==> config.mk <==
export PLATFORM = sky130hd
export DESIGN_NAME = brrs_sequencer_flat
export DESIGN_NICKNAME = d
export VERILOG_FILES = /design/src/pkg/brrs_pkg.sv /design/src/pkg/brrs_if.sv /design/src/rtl/brrs_sequencer.sv /design/src/flat_wrapper.sv
export SDC_FILE = /design/constraint.sdc
export NUM_CORES = 1
export LEC_CHECK = 0
export BUFFER_PORTS_ARGS = -buffer_cell sky130_fd_sc_hd__buf_4
export CORE_UTILIZATION = 43
export DETAILED_ROUTE_END_ITERATION = 8
export GPL_TIMING_DRIVEN = 0
export PLACE_DENSITY_LB_ADDON = 0.3
export REMOVE_ABC_BUFFERS = 1
export SKIP_LAST_GASP = 1
export SLEW_MARGIN = 30
export SYNTH_ARGS = -nofsm -noshare
export SYNTH_HDL_FRONTEND = slang
export SYNTH_SLANG_ARGS = --single-unit
==> constraint.sdc <==
create_clock -name i_mclk -period 4.1 [get_ports i_mclk]
set_input_delay 0 -clock i_mclk [delete_from_list [all_inputs] [get_ports i_mclk]]
set_output_delay 0 -clock i_mclk [all_outputs]
set_load 0.005 [all_outputs]
==> src/pkg/brrs_pkg.sv <==
// shared constants and types for the block memory reset sequencing link
package brrs_pkg;
	localparam int BRRS_AW = 4;
	localparam int BRRS_DW = 8;
	localparam int BRRS_DEPTH = 16;
	// steady-clock guard: one max-frequency period, figure as ns
	localparam int BRRS_TFMAX_NS = 10;
	localparam int BRRS_CLK_NS = 10;
	localparam int BRRS_GUARD_CYC = (BRRS_TFMAX_NS + BRRS_CLK_NS - 1) / BRRS_CLK_NS;
	localparam logic [1:0] BRRS_GUARD_W = 2'h1;
	localparam logic [1:0] BRRS_CNT_ZERO = 2'h0;
	// reset kinds requested by user logic
	typedef enum logic [1:0] {
		BRRS_RK_ASYNC,
		BRRS_RK_FIFO,
		BRRS_RK_RPTR,
		BRRS_RK_SYNC
	} brrs_kind_t;
	typedef enum logic [2:0] {
		BRRS_S_RUN,
		BRRS_S_GATE,
		BRRS_S_RESET,
		BRRS_S_HOLD,
		BRRS_S_DONE
	} brrs_state_t;
endpackage

==> src/pkg/brrs_if.sv <==
// link between the reset sequencer and the block memory
`timescale 1ns/1ns
interface brrs_if;
	import brrs_pkg::*;
	logic ce;
	logic we;
	logic re;
	logic [BRRS_AW-1:0] waddr;
	logic [BRRS_AW-1:0] raddr;
	logic [BRRS_DW-1:0] wdata;
	logic [BRRS_DW-1:0] rdata;
	logic async_reset;
	logic fifo_reset;
	logic read_pointer_reset;
	logic sync_reset;
	logic global_set_reset;
	logic gsr_enable;
	logic fifo_mode;
	modport seq (output ce, output we, output re, output waddr, output raddr,
		output wdata, input rdata, output async_reset, output fifo_reset,
		output read_pointer_reset, output sync_reset, output global_set_reset,
		output gsr_enable, output fifo_mode);
	modport mem (input ce, input we, input re, input waddr, input raddr,
		input wdata, output rdata, input async_reset, input fifo_reset,
		input read_pointer_reset, input sync_reset, input global_set_reset,
		input gsr_enable, input fifo_mode);
endinterface

==> src/rtl/brrs_sequencer.sv <==
// user-side reset sequencer: gates enables around block memory resets
`timescale 1ns/1ns
module brrs_sequencer
	import brrs_pkg::*;
(
	input wire logic i_mclk,
	input wire logic i_resetn,
	input wire logic i_req,
	input wire brrs_kind_t i_kind,
	input wire logic i_keep_enabled,
	input wire logic i_fifo_mode,
	input wire logic i_gsr_enable,
	input wire logic i_gsr,
	input wire logic i_ce,
	input wire logic i_we,
	input wire logic i_re,
	input wire logic [BRRS_AW-1:0] i_waddr,
	input wire logic [BRRS_AW-1:0] i_raddr,
	input wire logic [BRRS_DW-1:0] i_wdata,
	output logic [BRRS_DW-1:0] o_rdata,
	output logic o_busy,
	output logic o_done,
	brrs_if.seq link
);
	// -------------------------------------------------
	// sequencer state
	// -------------------------------------------------
	brrs_state_t state;
	brrs_state_t next_state;
	brrs_kind_t kind;
	brrs_kind_t next_kind;
	logic [1:0] cnt;
	logic [1:0] next_cnt;
	logic gate_w;
	logic next_gate_w;
	logic gate_r;
	logic next_gate_r;
	logic rst_on;
	logic next_rst_on;
	logic gsr_q;
	logic next_gsr_q;
	logic [BRRS_DW-1:0] rdata;
	logic done;
	logic next_done;

	// which enables a reset kind must gate
	function automatic logic gates_write(input brrs_kind_t k);
		return (k == BRRS_RK_ASYNC) || (k == BRRS_RK_FIFO);
	endfunction

	always_comb begin
		next_state = state;
		next_kind = kind;
		next_cnt = cnt;
		next_gate_w = gate_w;
		next_gate_r = gate_r;
		next_rst_on = rst_on;
		next_done = 1'b0;
		// registered gsr; only passes in the RESET state, after the GATE cycle
		next_gsr_q = i_gsr & (i_fifo_mode | i_gsr_enable) & (state == BRRS_S_RESET);
		unique case (state)
			BRRS_S_RUN: begin
				if (i_req) begin
					next_kind = i_kind;
					if (i_kind == BRRS_RK_SYNC && !i_gsr_enable) begin
						// no ordering applies, pulse at once
						next_rst_on = 1'b1;
						next_state = BRRS_S_HOLD;
					end else if (i_keep_enabled) begin
						// clocks run steady one fmax period first
						next_cnt = BRRS_GUARD_W;
						next_state = BRRS_S_GATE;
					end else begin
						next_gate_w = gates_write(i_kind);
						next_gate_r = 1'b1;
						next_cnt = BRRS_GUARD_W;
						next_state = BRRS_S_GATE;
					end
				end
			end
			BRRS_S_GATE: begin
				// one full clock of low enables before reset
				if (cnt != BRRS_CNT_ZERO) begin
					next_cnt = cnt - 1'b1;
				end
				if (cnt == BRRS_GUARD_W) begin
					next_rst_on = 1'b1;
					next_state = BRRS_S_RESET;
				end
			end
			BRRS_S_RESET: begin
				if (!i_gsr) begin
					next_rst_on = 1'b0;
					next_cnt = BRRS_GUARD_W;
					next_state = BRRS_S_HOLD;
				end
			end
			BRRS_S_HOLD: begin
				// keep enables low two cycles after release (here and in DONE)
				next_rst_on = 1'b0;
				next_state = BRRS_S_DONE;
			end
			BRRS_S_DONE: begin
				next_gate_w = 1'b0;
				next_gate_r = 1'b0;
				next_done = 1'b1;
				next_state = BRRS_S_RUN;
			end
			default: begin
				next_state = BRRS_S_RUN;
			end
		endcase
	end

	always_ff @(posedge i_mclk or negedge i_resetn) begin
		if (!i_resetn) begin
			state <= BRRS_S_RUN;
			kind <= BRRS_RK_ASYNC;
			cnt <= BRRS_CNT_ZERO;
			gate_w <= 1'b0;
			gate_r <= 1'b0;
			rst_on <= 1'b0;
			gsr_q <= 1'b0;
			done <= 1'b0;
			rdata <= '0;
		end else begin
			state <= next_state;
			kind <= next_kind;
			cnt <= next_cnt;
			gate_w <= next_gate_w;
			gate_r <= next_gate_r;
			rst_on <= next_rst_on;
			gsr_q <= next_gsr_q;
			done <= next_done;
			rdata <= link.rdata;
		end
	end

	// -------------------------------------------------
	// link drive
	// -------------------------------------------------
	// gates from flops keep the spacing exact; only and-gates follow
	assign link.ce = i_ce & ~gate_r & ~gate_w;
	assign link.we = i_we & ~gate_w;
	assign link.re = i_re & ~gate_r;
	assign link.waddr = i_waddr;
	assign link.raddr = i_raddr;
	assign link.wdata = i_wdata;
	assign link.async_reset = rst_on & ~i_fifo_mode & (kind == BRRS_RK_ASYNC);
	assign link.fifo_reset = rst_on & i_fifo_mode & (kind == BRRS_RK_FIFO);
	assign link.read_pointer_reset = rst_on & i_fifo_mode & (kind == BRRS_RK_RPTR);
	assign link.sync_reset = rst_on & (kind == BRRS_RK_SYNC);
	assign link.global_set_reset = gsr_q;
	assign link.gsr_enable = i_gsr_enable | i_fifo_mode;
	assign link.fifo_mode = i_fifo_mode;
	assign o_rdata = rdata;
	assign o_busy = (state != BRRS_S_RUN);
	assign o_done = done;
endmodule
==> src/flat_wrapper.sv <==
// flat-port wrapper written by rule: the top's interface ports become plain ports
module brrs_sequencer_flat import brrs_pkg::*;
  (i_mclk, i_resetn, i_req, i_kind, i_keep_enabled, i_fifo_mode, i_gsr_enable, i_gsr, i_ce, i_we, i_re, i_waddr, i_raddr, i_wdata, o_rdata, o_busy, o_done, link_ce, link_we, link_re, link_waddr, link_raddr, link_wdata, link_rdata, link_async_reset, link_fifo_reset, link_read_pointer_reset, link_sync_reset, link_global_set_reset, link_gsr_enable, link_fifo_mode);
  brrs_if link_i ();
  input wire logic i_mclk;
  input wire logic i_resetn;
  input wire logic i_req;
  input wire brrs_kind_t i_kind;
  input wire logic i_keep_enabled;
  input wire logic i_fifo_mode;
  input wire logic i_gsr_enable;
  input wire logic i_gsr;
  input wire logic i_ce;
  input wire logic i_we;
  input wire logic i_re;
  input wire logic [BRRS_AW-1:0] i_waddr;
  input wire logic [BRRS_AW-1:0] i_raddr;
  input wire logic [BRRS_DW-1:0] i_wdata;
  output logic [BRRS_DW-1:0] o_rdata;
  output logic o_busy;
  output logic o_done;
  output wire logic [$bits(link_i.ce)-1:0] link_ce;
  output wire logic [$bits(link_i.we)-1:0] link_we;
  output wire logic [$bits(link_i.re)-1:0] link_re;
  output wire logic [$bits(link_i.waddr)-1:0] link_waddr;
  output wire logic [$bits(link_i.raddr)-1:0] link_raddr;
  output wire logic [$bits(link_i.wdata)-1:0] link_wdata;
  input wire logic [$bits(link_i.rdata)-1:0] link_rdata;
  output wire logic [$bits(link_i.async_reset)-1:0] link_async_reset;
  output wire logic [$bits(link_i.fifo_reset)-1:0] link_fifo_reset;
  output wire logic [$bits(link_i.read_pointer_reset)-1:0] link_read_pointer_reset;
  output wire logic [$bits(link_i.sync_reset)-1:0] link_sync_reset;
  output wire logic [$bits(link_i.global_set_reset)-1:0] link_global_set_reset;
  output wire logic [$bits(link_i.gsr_enable)-1:0] link_gsr_enable;
  output wire logic [$bits(link_i.fifo_mode)-1:0] link_fifo_mode;
  assign link_ce = link_i.ce;
  assign link_we = link_i.we;
  assign link_re = link_i.re;
  assign link_waddr = link_i.waddr;
  assign link_raddr = link_i.raddr;
  assign link_wdata = link_i.wdata;
  assign link_i.rdata = link_rdata;
  assign link_async_reset = link_i.async_reset;
  assign link_fifo_reset = link_i.fifo_reset;
  assign link_read_pointer_reset = link_i.read_pointer_reset;
  assign link_sync_reset = link_i.sync_reset;
  assign link_global_set_reset = link_i.global_set_reset;
  assign link_gsr_enable = link_i.gsr_enable;
  assign link_fifo_mode = link_i.fifo_mode;
  brrs_sequencer u_core (.i_mclk(i_mclk), .i_resetn(i_resetn), .i_req(i_req), .i_kind(i_kind), .i_keep_enabled(i_keep_enabled), .i_fifo_mode(i_fifo_mode), .i_gsr_enable(i_gsr_enable), .i_gsr(i_gsr), .i_ce(i_ce), .i_we(i_we), .i_re(i_re), .i_waddr(i_waddr), .i_raddr(i_raddr), .i_wdata(i_wdata), .o_rdata(o_rdata), .o_busy(o_busy), .o_done(o_done), .link(link_i));
endmodule
==> impl_summary.md, run 1 <==
Outcome
The run finished with clean final reports.

Power
The cell leakage power is 0.638 nW. In this run the power density over the cells is 508 nW/µm². Across the VDD grid, the largest voltage drop is 0.295 mV.

Floorplan
The die is 50.6 µm tall. The total core area is 2210 µm². The number of placement rows is 17. The die area is 2560 µm². The starting density of the core is 45.9%. The die is 50.6 µm wide. The number of top-level pins is 72.

Layout
For this run, the post-layout net count is 169. The number of cells in the finished layout apart from fillers is 157. The fraction of final layout cells sized beyond drive strength 1 is 35.7%. The synthesis-to-layout area growth is 30.8%. The number of diodes added for antenna fixing is 0.

The finished layout cell area is 1330 µm².

Logic synthesis
The mapped cell area is 1020 µm². Of all flip-flops after synthesis, the portion carrying an async set or reset was 100%. Among all cell types in the netlist, the one instantiated most often is dfrtp_1. Of the total synthesized cell area, the portion taken by AND, OR, NAND and NOR gates is 20.1%. The leading register cell type out of synthesis is dfrtp_1. The synthesized design spends more area on one cell type than any other, namely dfrtp_1. The distinct cell type count after synthesis is 35. The share of synthesized cell area in full adder, half adder and majority cells is 2.46%. The average cell area after synthesis is 10.5 µm². The register bit count reported by yosys is 20. Yosys mapped a number of flops with a built-in enable equal to 0. The share of the synthesized netlist area taken by xor and xnor gates is 0%.

The number of instances in the synthesized netlist is 97. Ranked by instance count, the synthesized netlist is headed by 20 x dfrtp_1, 17 x buf_4, 7 x nand2_1, 6 x a21oi_1. After synthesis, the largest family of logic cells by area is simple AND/OR/NAND/NOR gates. The synthesized-area fraction occupied by ao, oa, aoi and oai cells is 9.98%.

Ranked by total cell area, the synthesized netlist is headed by dfrtp_1 49%, buf_4 13%, a21oi_1 3.0%, nand2_1 2.6%, ha_1 2.5%. The area share of the largest cell type after synthesis is 49.3%. The mux contribution to synthesized area is 2.22%. The yosys synthesis warning count is 0. Summing the sequential cell areas from Yosys gives 49.3% of the chip area.

Clock tree
After clock tree synthesis, the clock-pin slew on the worst setup and hold paths is 0.10 ns. TritonCTS created 3 clock buffers. Counting every sink on the clock net gives 20. The CTS tree is built. In this run the number of H-tree levels came out at 1. The clock latency reported for the late side of the worst-skew pair is 0.28 ns. Clock tree synthesis selected as its root buffer the cell clkbuf_4. Post-CTS repair changed the size of 0 cells.

Counting along the longest clock path gives a buffer depth of 2.

Critical path
The endpoint kind of the worst setup timing path is a flop. The maximum fanout encountered on the critical timing path is 12. The logic depth of the worst register-to-register path is 3.

The start-to-end type of the worst setup path is reg -> reg. Traced cell by cell, the critical path runs through o21ai_0 > nand3b_1 > a221o_1. At the worst endpoint, the required time is 4.28 ns.

The data arrival time of the critical path is 1.72 ns. The startpoint class of the critical path is a flop. The worst stage delay on the critical path is 0.52 ns. The slowest stage of the critical path belongs to the cell dfrtp_1.

Placed design
The standard cell area after detailed placement is 1200 µm². Once detailed placement completed, the half-perimeter wirelength came to 1620 µm. The number of buffers added on ports is 39. Once placement completed, the tool counted placed cells totaling 143. The weighted congestion reported at the end of routability-driven placement is 0.807. Before CTS, the worst setup slack after placement is 2.56 ns.

Route
The detail route stage leaves a number of antenna-violating nets equal to 0. Using the TritonRoute via totals, the vias-per-cell ratio works out to 5.24. The first routing iteration left 6 violations. The count of TritonRoute iterations in the first routing pass is 4.

The routed wire length is 2360 µm. The detailed-route wire length per cell is 15.0 µm. After detailed routing, the number of remaining DRC violations is 0. Summing over every cut layer, the via total after detailed routing is 822.

STA
In this run the tightest slew margin relative to its limit is 70.3%. The part of the cycle the worst path needs is 37.6%. The highest attainable clock frequency is 648 MHz.

Summed over all failing endpoints, the final setup total negative slack is 0 ns. For the pin with the worst max-slew slack, the measured transition is 0.440 ns. The worst path setup slack after routing is 2.56 ns. The number of hold violations in the final report was 0.

The setup skew after layout is 0.00224 ns. The final-report max-slew violation count is 0. Setup violations remaining at the end of the flow were counted as 0.

Setup repair after global routing left no endpoint under its margin. The post-layout minimum cycle time is 1.54 ns.

Global route
The total routing resource utilization after global routing is 18.8%. The global route total overflow is 0. The number of antenna violations at the first check in global routing is 0. The wire length of the first global-routing pass is 3460 µm. The number of global-route vias before repair came to 760.

Entering global routing, the biggest net connects 21 pins.

Flow run
Across the run, the number of max-cap violations was 0.

Min path
The path class of the tightest hold or removal check is in -> out. Along the worst hold path, the cell count comes to 0.
==> stage by stage <==
step / util (%) / power, mW / hold WS [ns]
floorplan: - / 0.468 / -0.296
global placement: 54.1 / 0.567 / -0.115
detailed placement: 54.1 / 0.584 / -0.108
CTS: 60.1 / 0.677 / 0.0000734
global route: 60.1 / 0.728 / 0.0000444
finish: 60.1 / 0.675 / 0.0000582
==> critical path: cells and delay by family, from the launching register on <==
kind,cells,cell delay (ns)
AO/OA/AOI/OAI,2,0.76
AND/OR/NAND/NOR,1,0.16
flip-flops,1,0.52
==> logic make-up (layout without fill, tap and decap cells) <==
logic type	count (synthesis)	after routing
flip-flops	20	20
adder cells (fa/ha/maj)	2	2
AND/OR/NAND/NOR	32	32
buffers and inverters	25	57
multiplexers	2	2
AO/OA/AOI/OAI	16	16
==> state kept, by name, indices dropped and copies added (netlist names) <==
register	cells
u_core.o_rdata	8
u_core.state	3
u_core.cnt	2
u_core.kind	2
u_core.gate_r	1
u_core.gate_w	1
u_core.link.global_set_reset	1
u_core.o_done	1
u_core.rst_on	1
==> cell type report <==
class / instances / area, µm²
repair buffers: 50 / 403
multi-input cells: 52 / 353
inverters: 4 / 15.0
flip-flops and latches: 20 / 500
well taps: 28 / 35.0
fillers: 192 / 883
clock buffers: 3 / 22.5
==> final timing paths <==
kind,start,end,slack [ns]
worst max-delay path,u_core.state[0]$_DFFE_PN0P_,u_core.cnt[1]$_DFFE_PN0P_,2.56
worst min-delay path,i_raddr[1],link_raddr[1],0.00006
worst max register to register,u_core.state[0]$_DFFE_PN0P_,u_core.cnt[1]$_DFFE_PN0P_,2.56
worst min register to register,u_core.gate_w$_DFFE_PN0P_,u_core.gate_w$_DFFE_PN0P_,0.57
max in group asynchronous,i_resetn,u_core.state[1]$_DFFE_PN0P_,3.79
min in group asynchronous,i_resetn,u_core.gate_w$_DFFE_PN0P_,0.12
==> metal layers <==
metal	global-route usage, %	share of wire, %
met1	21.5	39
met2	28.4	46
met3	11.5	14
met4	6.94	0.89
met5	0	0
==> placed cells by master, fill, tap and decap left out, types with 3 or more instances in the layout <==
cell type	Yosys	routed
nand2_1	7	7
a21oi_1	6	6
dlygate4sd3_1	0	11
dfrtp_1	20	20
clkbuf_4	0	3
nor2b_1	3	3
o21ai_0	3	3
inv_1	3	3
buf_4	17	39
==> repair_timing <==
action | CTS | global route
hold endpoints to repair | 30 | 0
hold buffers | 11 | 0
setup endpoints to repair | 0 | 0
setup buffers | 0 | 0
==> power by group <==
part	leakage, nW	switching (mW)	total, mW	internal (mW)
clock	0.0138	0.0534	0.0874	0.0341
combinational	0.386	0.116	0.264	0.148
sequential	0.239	0.0744	0.324	0.250
total	0.638	0.244	0.675	0.432
Power figures use the tool's default switching activity.
==> run 2, diff against run 1 <==
--- a/config.mk
+++ b/config.mk
@@ -5,8 +5,9 @@
 export SDC_FILE = /design/constraint.sdc
 export NUM_CORES = 1
 export LEC_CHECK = 0
+export ABC_AREA = 1
 export BUFFER_PORTS_ARGS = -buffer_cell sky130_fd_sc_hd__buf_4
-export CORE_UTILIZATION = 43
+export CORE_UTILIZATION = 40
 export DETAILED_ROUTE_END_ITERATION = 8
 export GPL_TIMING_DRIVEN = 0
 export PLACE_DENSITY_LB_ADDON = 0.3
==> constraint.sdc (replaced) <==
create_clock -name i_mclk -period 1.45 [get_ports i_mclk]
set_input_delay 0 -clock i_mclk [delete_from_list [all_inputs] [get_ports i_mclk]]
set_output_delay 0 -clock i_mclk [all_outputs]
set_load 0.005 [all_outputs]
==> run 2 against run 1 <==
Effect of this change: area after synthesis rose by 0.62%; hold slack barely moved; sequential power rose by 76%; die area rose by 7.8%; synthesized cell count rose by 18%; core utilization fell by 1.2 points; largest power group unchanged.
==> impl_summary.md, run 2 <==
Critical path
The startpoint class of the critical path was a flop (unchanged). The data arrival time of the critical path is 1.24 ns (was 1.72 ns). The endpoint kind of the worst setup timing path was an output port (was flop).

The required time at the worst-slack endpoint is 1.45 ns (was 4.28 ns). The maximum fanout encountered on the critical timing path was 5 (was 12). The logic depth of the worst register-to-register path came to 6 (was 3). The start-to-end type of the worst setup path is reg -> out (was reg -> reg).

Logic synthesis
Most common library cells after synthesis: 20 x dfrtp_1, 17 x buf_4, 16 x nand2_1, 15 x inv_1, 9 x nor2_1 (was 20 x dfrtp_1, 17 x buf_4, 7 x nand2_1, 6 x a21oi_1). The number of synthesized flops with an enable pin came to 0 (unchanged). The leading register cell type out of synthesis is dfrtp_1 (unchanged). The area share of the largest cell type after synthesis came to 49.0% (was 49.3%). The cell taking the most area after synthesis is dfrtp_1 (unchanged). The distinct cell type count after synthesis is 20 (was 35). The mux contribution to synthesized area is 0% (was 2.22%). The yosys synthesis warning count is 0 (unchanged). The number of instances in the synthesized netlist came to 114 (was 97). The cell with the most instances after synthesis is dfrtp_1 (unchanged). The share of the synthesized netlist area taken by xor and xnor gates is 0% (unchanged).

The register bit count reported by yosys was 20 (unchanged). The mapped cell area is 1020 µm² (about the same). Area contributors post-synth: dfrtp_1 49%, buf_4 12%, nand2_1 5.9%, inv_1 5.5%, nand3_1 3.9% (was dfrtp_1 49%, buf_4 13%, a21oi_1 3.0%, nand2_1 2.6%, ha_1 2.5%). The synthesized-area fraction occupied by ao, oa, aoi and oai cells is 2.94% (was 9.98%).

The sequential cell area fraction in the yosys report is 49.0% (was 49.3%). The share of synthesized flip-flops with an asynchronous set or reset is 100% (unchanged). The simple-gate area share of the yosys netlist is 26.9% (was 20.1%). The average cell area after synthesis is 8.97 µm² (was 10.5 µm²).

The share of synthesized cell area in full adder, half adder and majority cells is 2.45% (was 2.46%). The combinational family with the most area after synthesis is simple AND/OR/NAND/NOR gates (unchanged).

Route
The final antenna-violating net count is 0 (unchanged). The count of routing violations after the opening detailed-route iteration is 6 (unchanged). The detailed-route wire length per cell is 12.6 µm (was 15.0 µm).

The count of TritonRoute iterations in the first routing pass came to 4 (unchanged). The via count of the routed design was 844 (was 822). The number of remaining DRC errors came to 0 (unchanged). The via density per instance is 4.72 (was 5.24). The routed wire length was 2260 µm (was 2360 µm).

Power
The power density over the cells came to 686 nW/µm² (was 508 nW/µm²). The cell leakage power is 0.711 nW (was 0.638 nW). The maximum vdd drop is 0.644 mV (was 0.295 mV).

Layout
Top library cells by usage in the layout, fill and taps aside: 39 x buf_4, 20 x dfrtp_1, 16 x nand2_1, 15 x inv_1, 12 x dlygate4sd3_1 (was 39 x buf_4, 20 x dfrtp_1, 11 x dlygate4sd3_1, 7 x nand2_1, 6 x a21oi_1). The most common library cell in the layout ignoring fill and taps was buf_4 (unchanged). The number of cells in the finished layout apart from fillers is 179 (was 157). The post-layout utilization of the core came to 58.9% (was 60.1%). The number of diodes added for antenna fixing is 0 (unchanged).

The final net count is 191 (was 169). The finished layout cell area is 1370 µm² (was 1330 µm²). The synthesis-to-layout area growth came to 33.5% (was 30.8%).

The fraction of final layout cells sized beyond drive strength 1 is 37.7% (was 35.7%). The number of flip-flops under the largest register name is 8 (unchanged).

Global route
The global route total overflow is 0 (unchanged). The number of antenna violations at the first check in global routing was 0 (unchanged). The number of global-route vias before repair is 805 (was 760). The total routing resource utilization after global routing came to 18.9% (was 18.8%). The wire length of the first global-routing pass came to 3610 µm (was 3460 µm). The maximum number of pins on one net before global-route repair is 21 (unchanged).

STA
The transition time at the pin with the least slew margin is 0.245 ns (was 0.440 ns). The final-report setup violation count came to 0 (unchanged). RSZ-0062 raised after global routing: no (unchanged). The worst relative slew slack is 83.6% (was 70.3%).

The final-report max-slew violation count is 0 (unchanged). The setup skew after layout is 0.00208 ns (was 0.00224 ns). The sum of negative setup slack is 0 ns (unchanged). Based on the critical path, the design can be clocked at up to 805 MHz.

The number of hold violations in the final report was 0 (unchanged). The tightest hold margin is 0.0000393 ns (was 0.0000582 ns). The post-layout minimum cycle time is 1.24 ns. Of the available clock period, the critical path in the final layout requires 85.7%.

Placed design
The number of buffers added on ports is 39 (unchanged). The standard cell area after detailed placement came to 1220 µm² (was 1200 µm²). The placed wire-length estimate after detailed placement is 1670 µm (was 1620 µm). The number of placed instances, taps included is 164 (was 143).

The weighted congestion reported at the end of routability-driven placement is 0.760 (was 0.807).

Floorplan
The number of placement rows is 17 (unchanged). The starting density of the core came to 44.1% (was 45.9%). The total core area is 2320 µm² (was 2210 µm²). The number of top-level pins is 72 (unchanged). The die area was 2760 µm² (was 2560 µm²). The width of the chip is 52.6 µm (was 50.6 µm).

The vertical extent of the die is 52.6 µm (was 50.6 µm).

Outcome
Run status: finished clean (unchanged).

Clock tree
The number of CTS-inserted buffers is 3 (unchanged). The clock tree root buffer cell is clkbuf_4 (unchanged). The number of sinks driven by the clock tree is 20 (unchanged). The clock latency reported for the late side of the worst-skew pair is 0.29 ns (was 0.28 ns). The number of buffers between clock root and the deepest sink is 2 (unchanged).

The H-tree depth came to 1 (unchanged). The clock-pin slew on the worst setup and hold paths is 0.10 ns (about the same). The CTS tree is built (unchanged). The post-cts gate resize count is 0 (unchanged).

Min path
The number of instances on the worst hold path was 0 (unchanged). The type of the worst min-delay path is in -> out (unchanged).

Flow run
The max-capacitance violation count is 0 (unchanged).
run 2: cell count changes after synthesis, sizes merged, moves of 3 or more:
cell | before | now
nor2 | 2 | 16
nand2 | 7 | 20
nor2b | 3 | 0
nand3 | 1 | 9
buf | 20 | 17
inv | 3 | 17
run 2: power by group:
group / total, mW / switching (mW) / internal, mW / leakage, nW
clock network: 0.252 / 0.156 / 0.0967 / 0.0138
registers: 0.571 / 0.00277 / 0.569 / 0.245
logic: 0.113 / 0.0389 / 0.0739 / 0.452
run 2: worst paths after layout:
path | slack (ns) | from | to
min | 0.00004 | i_waddr[0] | link_waddr[0]
min reg2reg | 0.48 | u_core.rst_on$_DFFE_PN0P_ | u_core.rst_on$_DFFE_PN0P_
max in group asynchronous | 1.14 | i_resetn | u_core.state[0]$_DFFE_PN0P_
max | 0.21 | u_core.state[1]$_DFFE_PN0P_ | o_busy
min in group asynchronous | 0.11 | i_resetn | u_core.o_rdata[6]$_DFF_PN0_
max reg2reg | 0.24 | u_core.state[1]$_DFFE_PN0P_ | u_core.cnt[1]$_DFFE_PN0P_
run 2: layer usage:
layer	track usage [%]	up-vias	wire length [µm]
met5	0	-	0
met4	6.14	0	25
met3	15.9	4	301
met2	29.5	43	1160
met1	18.3	377	774
li1	-	420	-
run 2: repair_timing:
item | 4_1_cts | 5_1_grt
hold buffers | 12 | 0
buffers inserted | 0 | 0
hold endpoints to repair | 32 | 0
run 2: kinds of logic (layout without fill, tap and decap cells):
logic type | count (synthesis) | count (layout)
AO/OA/AOI/OAI | 6 | 6
adder cells (fa/ha/maj) | 2 | 2
buffers and inverters | 34 | 71
flip-flops | 20 | 20
AND/OR/NAND/NOR | 52 | 52
run 2: cell type report:
| type | count | area (µm²) |
|---|---|---|
| clock buffer | 3 | 22.5 |
| fill | 211 | 953 |
| inverter | 17 | 63.8 |
| multi-input combinational | 60 | 330 |
| sequential | 20 | 500 |
| tap | 28 | 35.0 |
| timing repair buffer | 51 | 413 |
run 2: critical path, cell delays in order (launching register included):
cell and delay [ns]:
dfrtp_1 0.46, nor2_2 0.25, nand2_2 0.09, buf_4 0.14
run 2: per-stage QoR:
stage	power (mW)	setup slack (ns)
CTS	0.949	0.190
finish	0.936	0.207
global placement	0.669	0.251
global route	0.981	0.116
floorplan	0.593	0.354
detailed placement	0.670	0.241
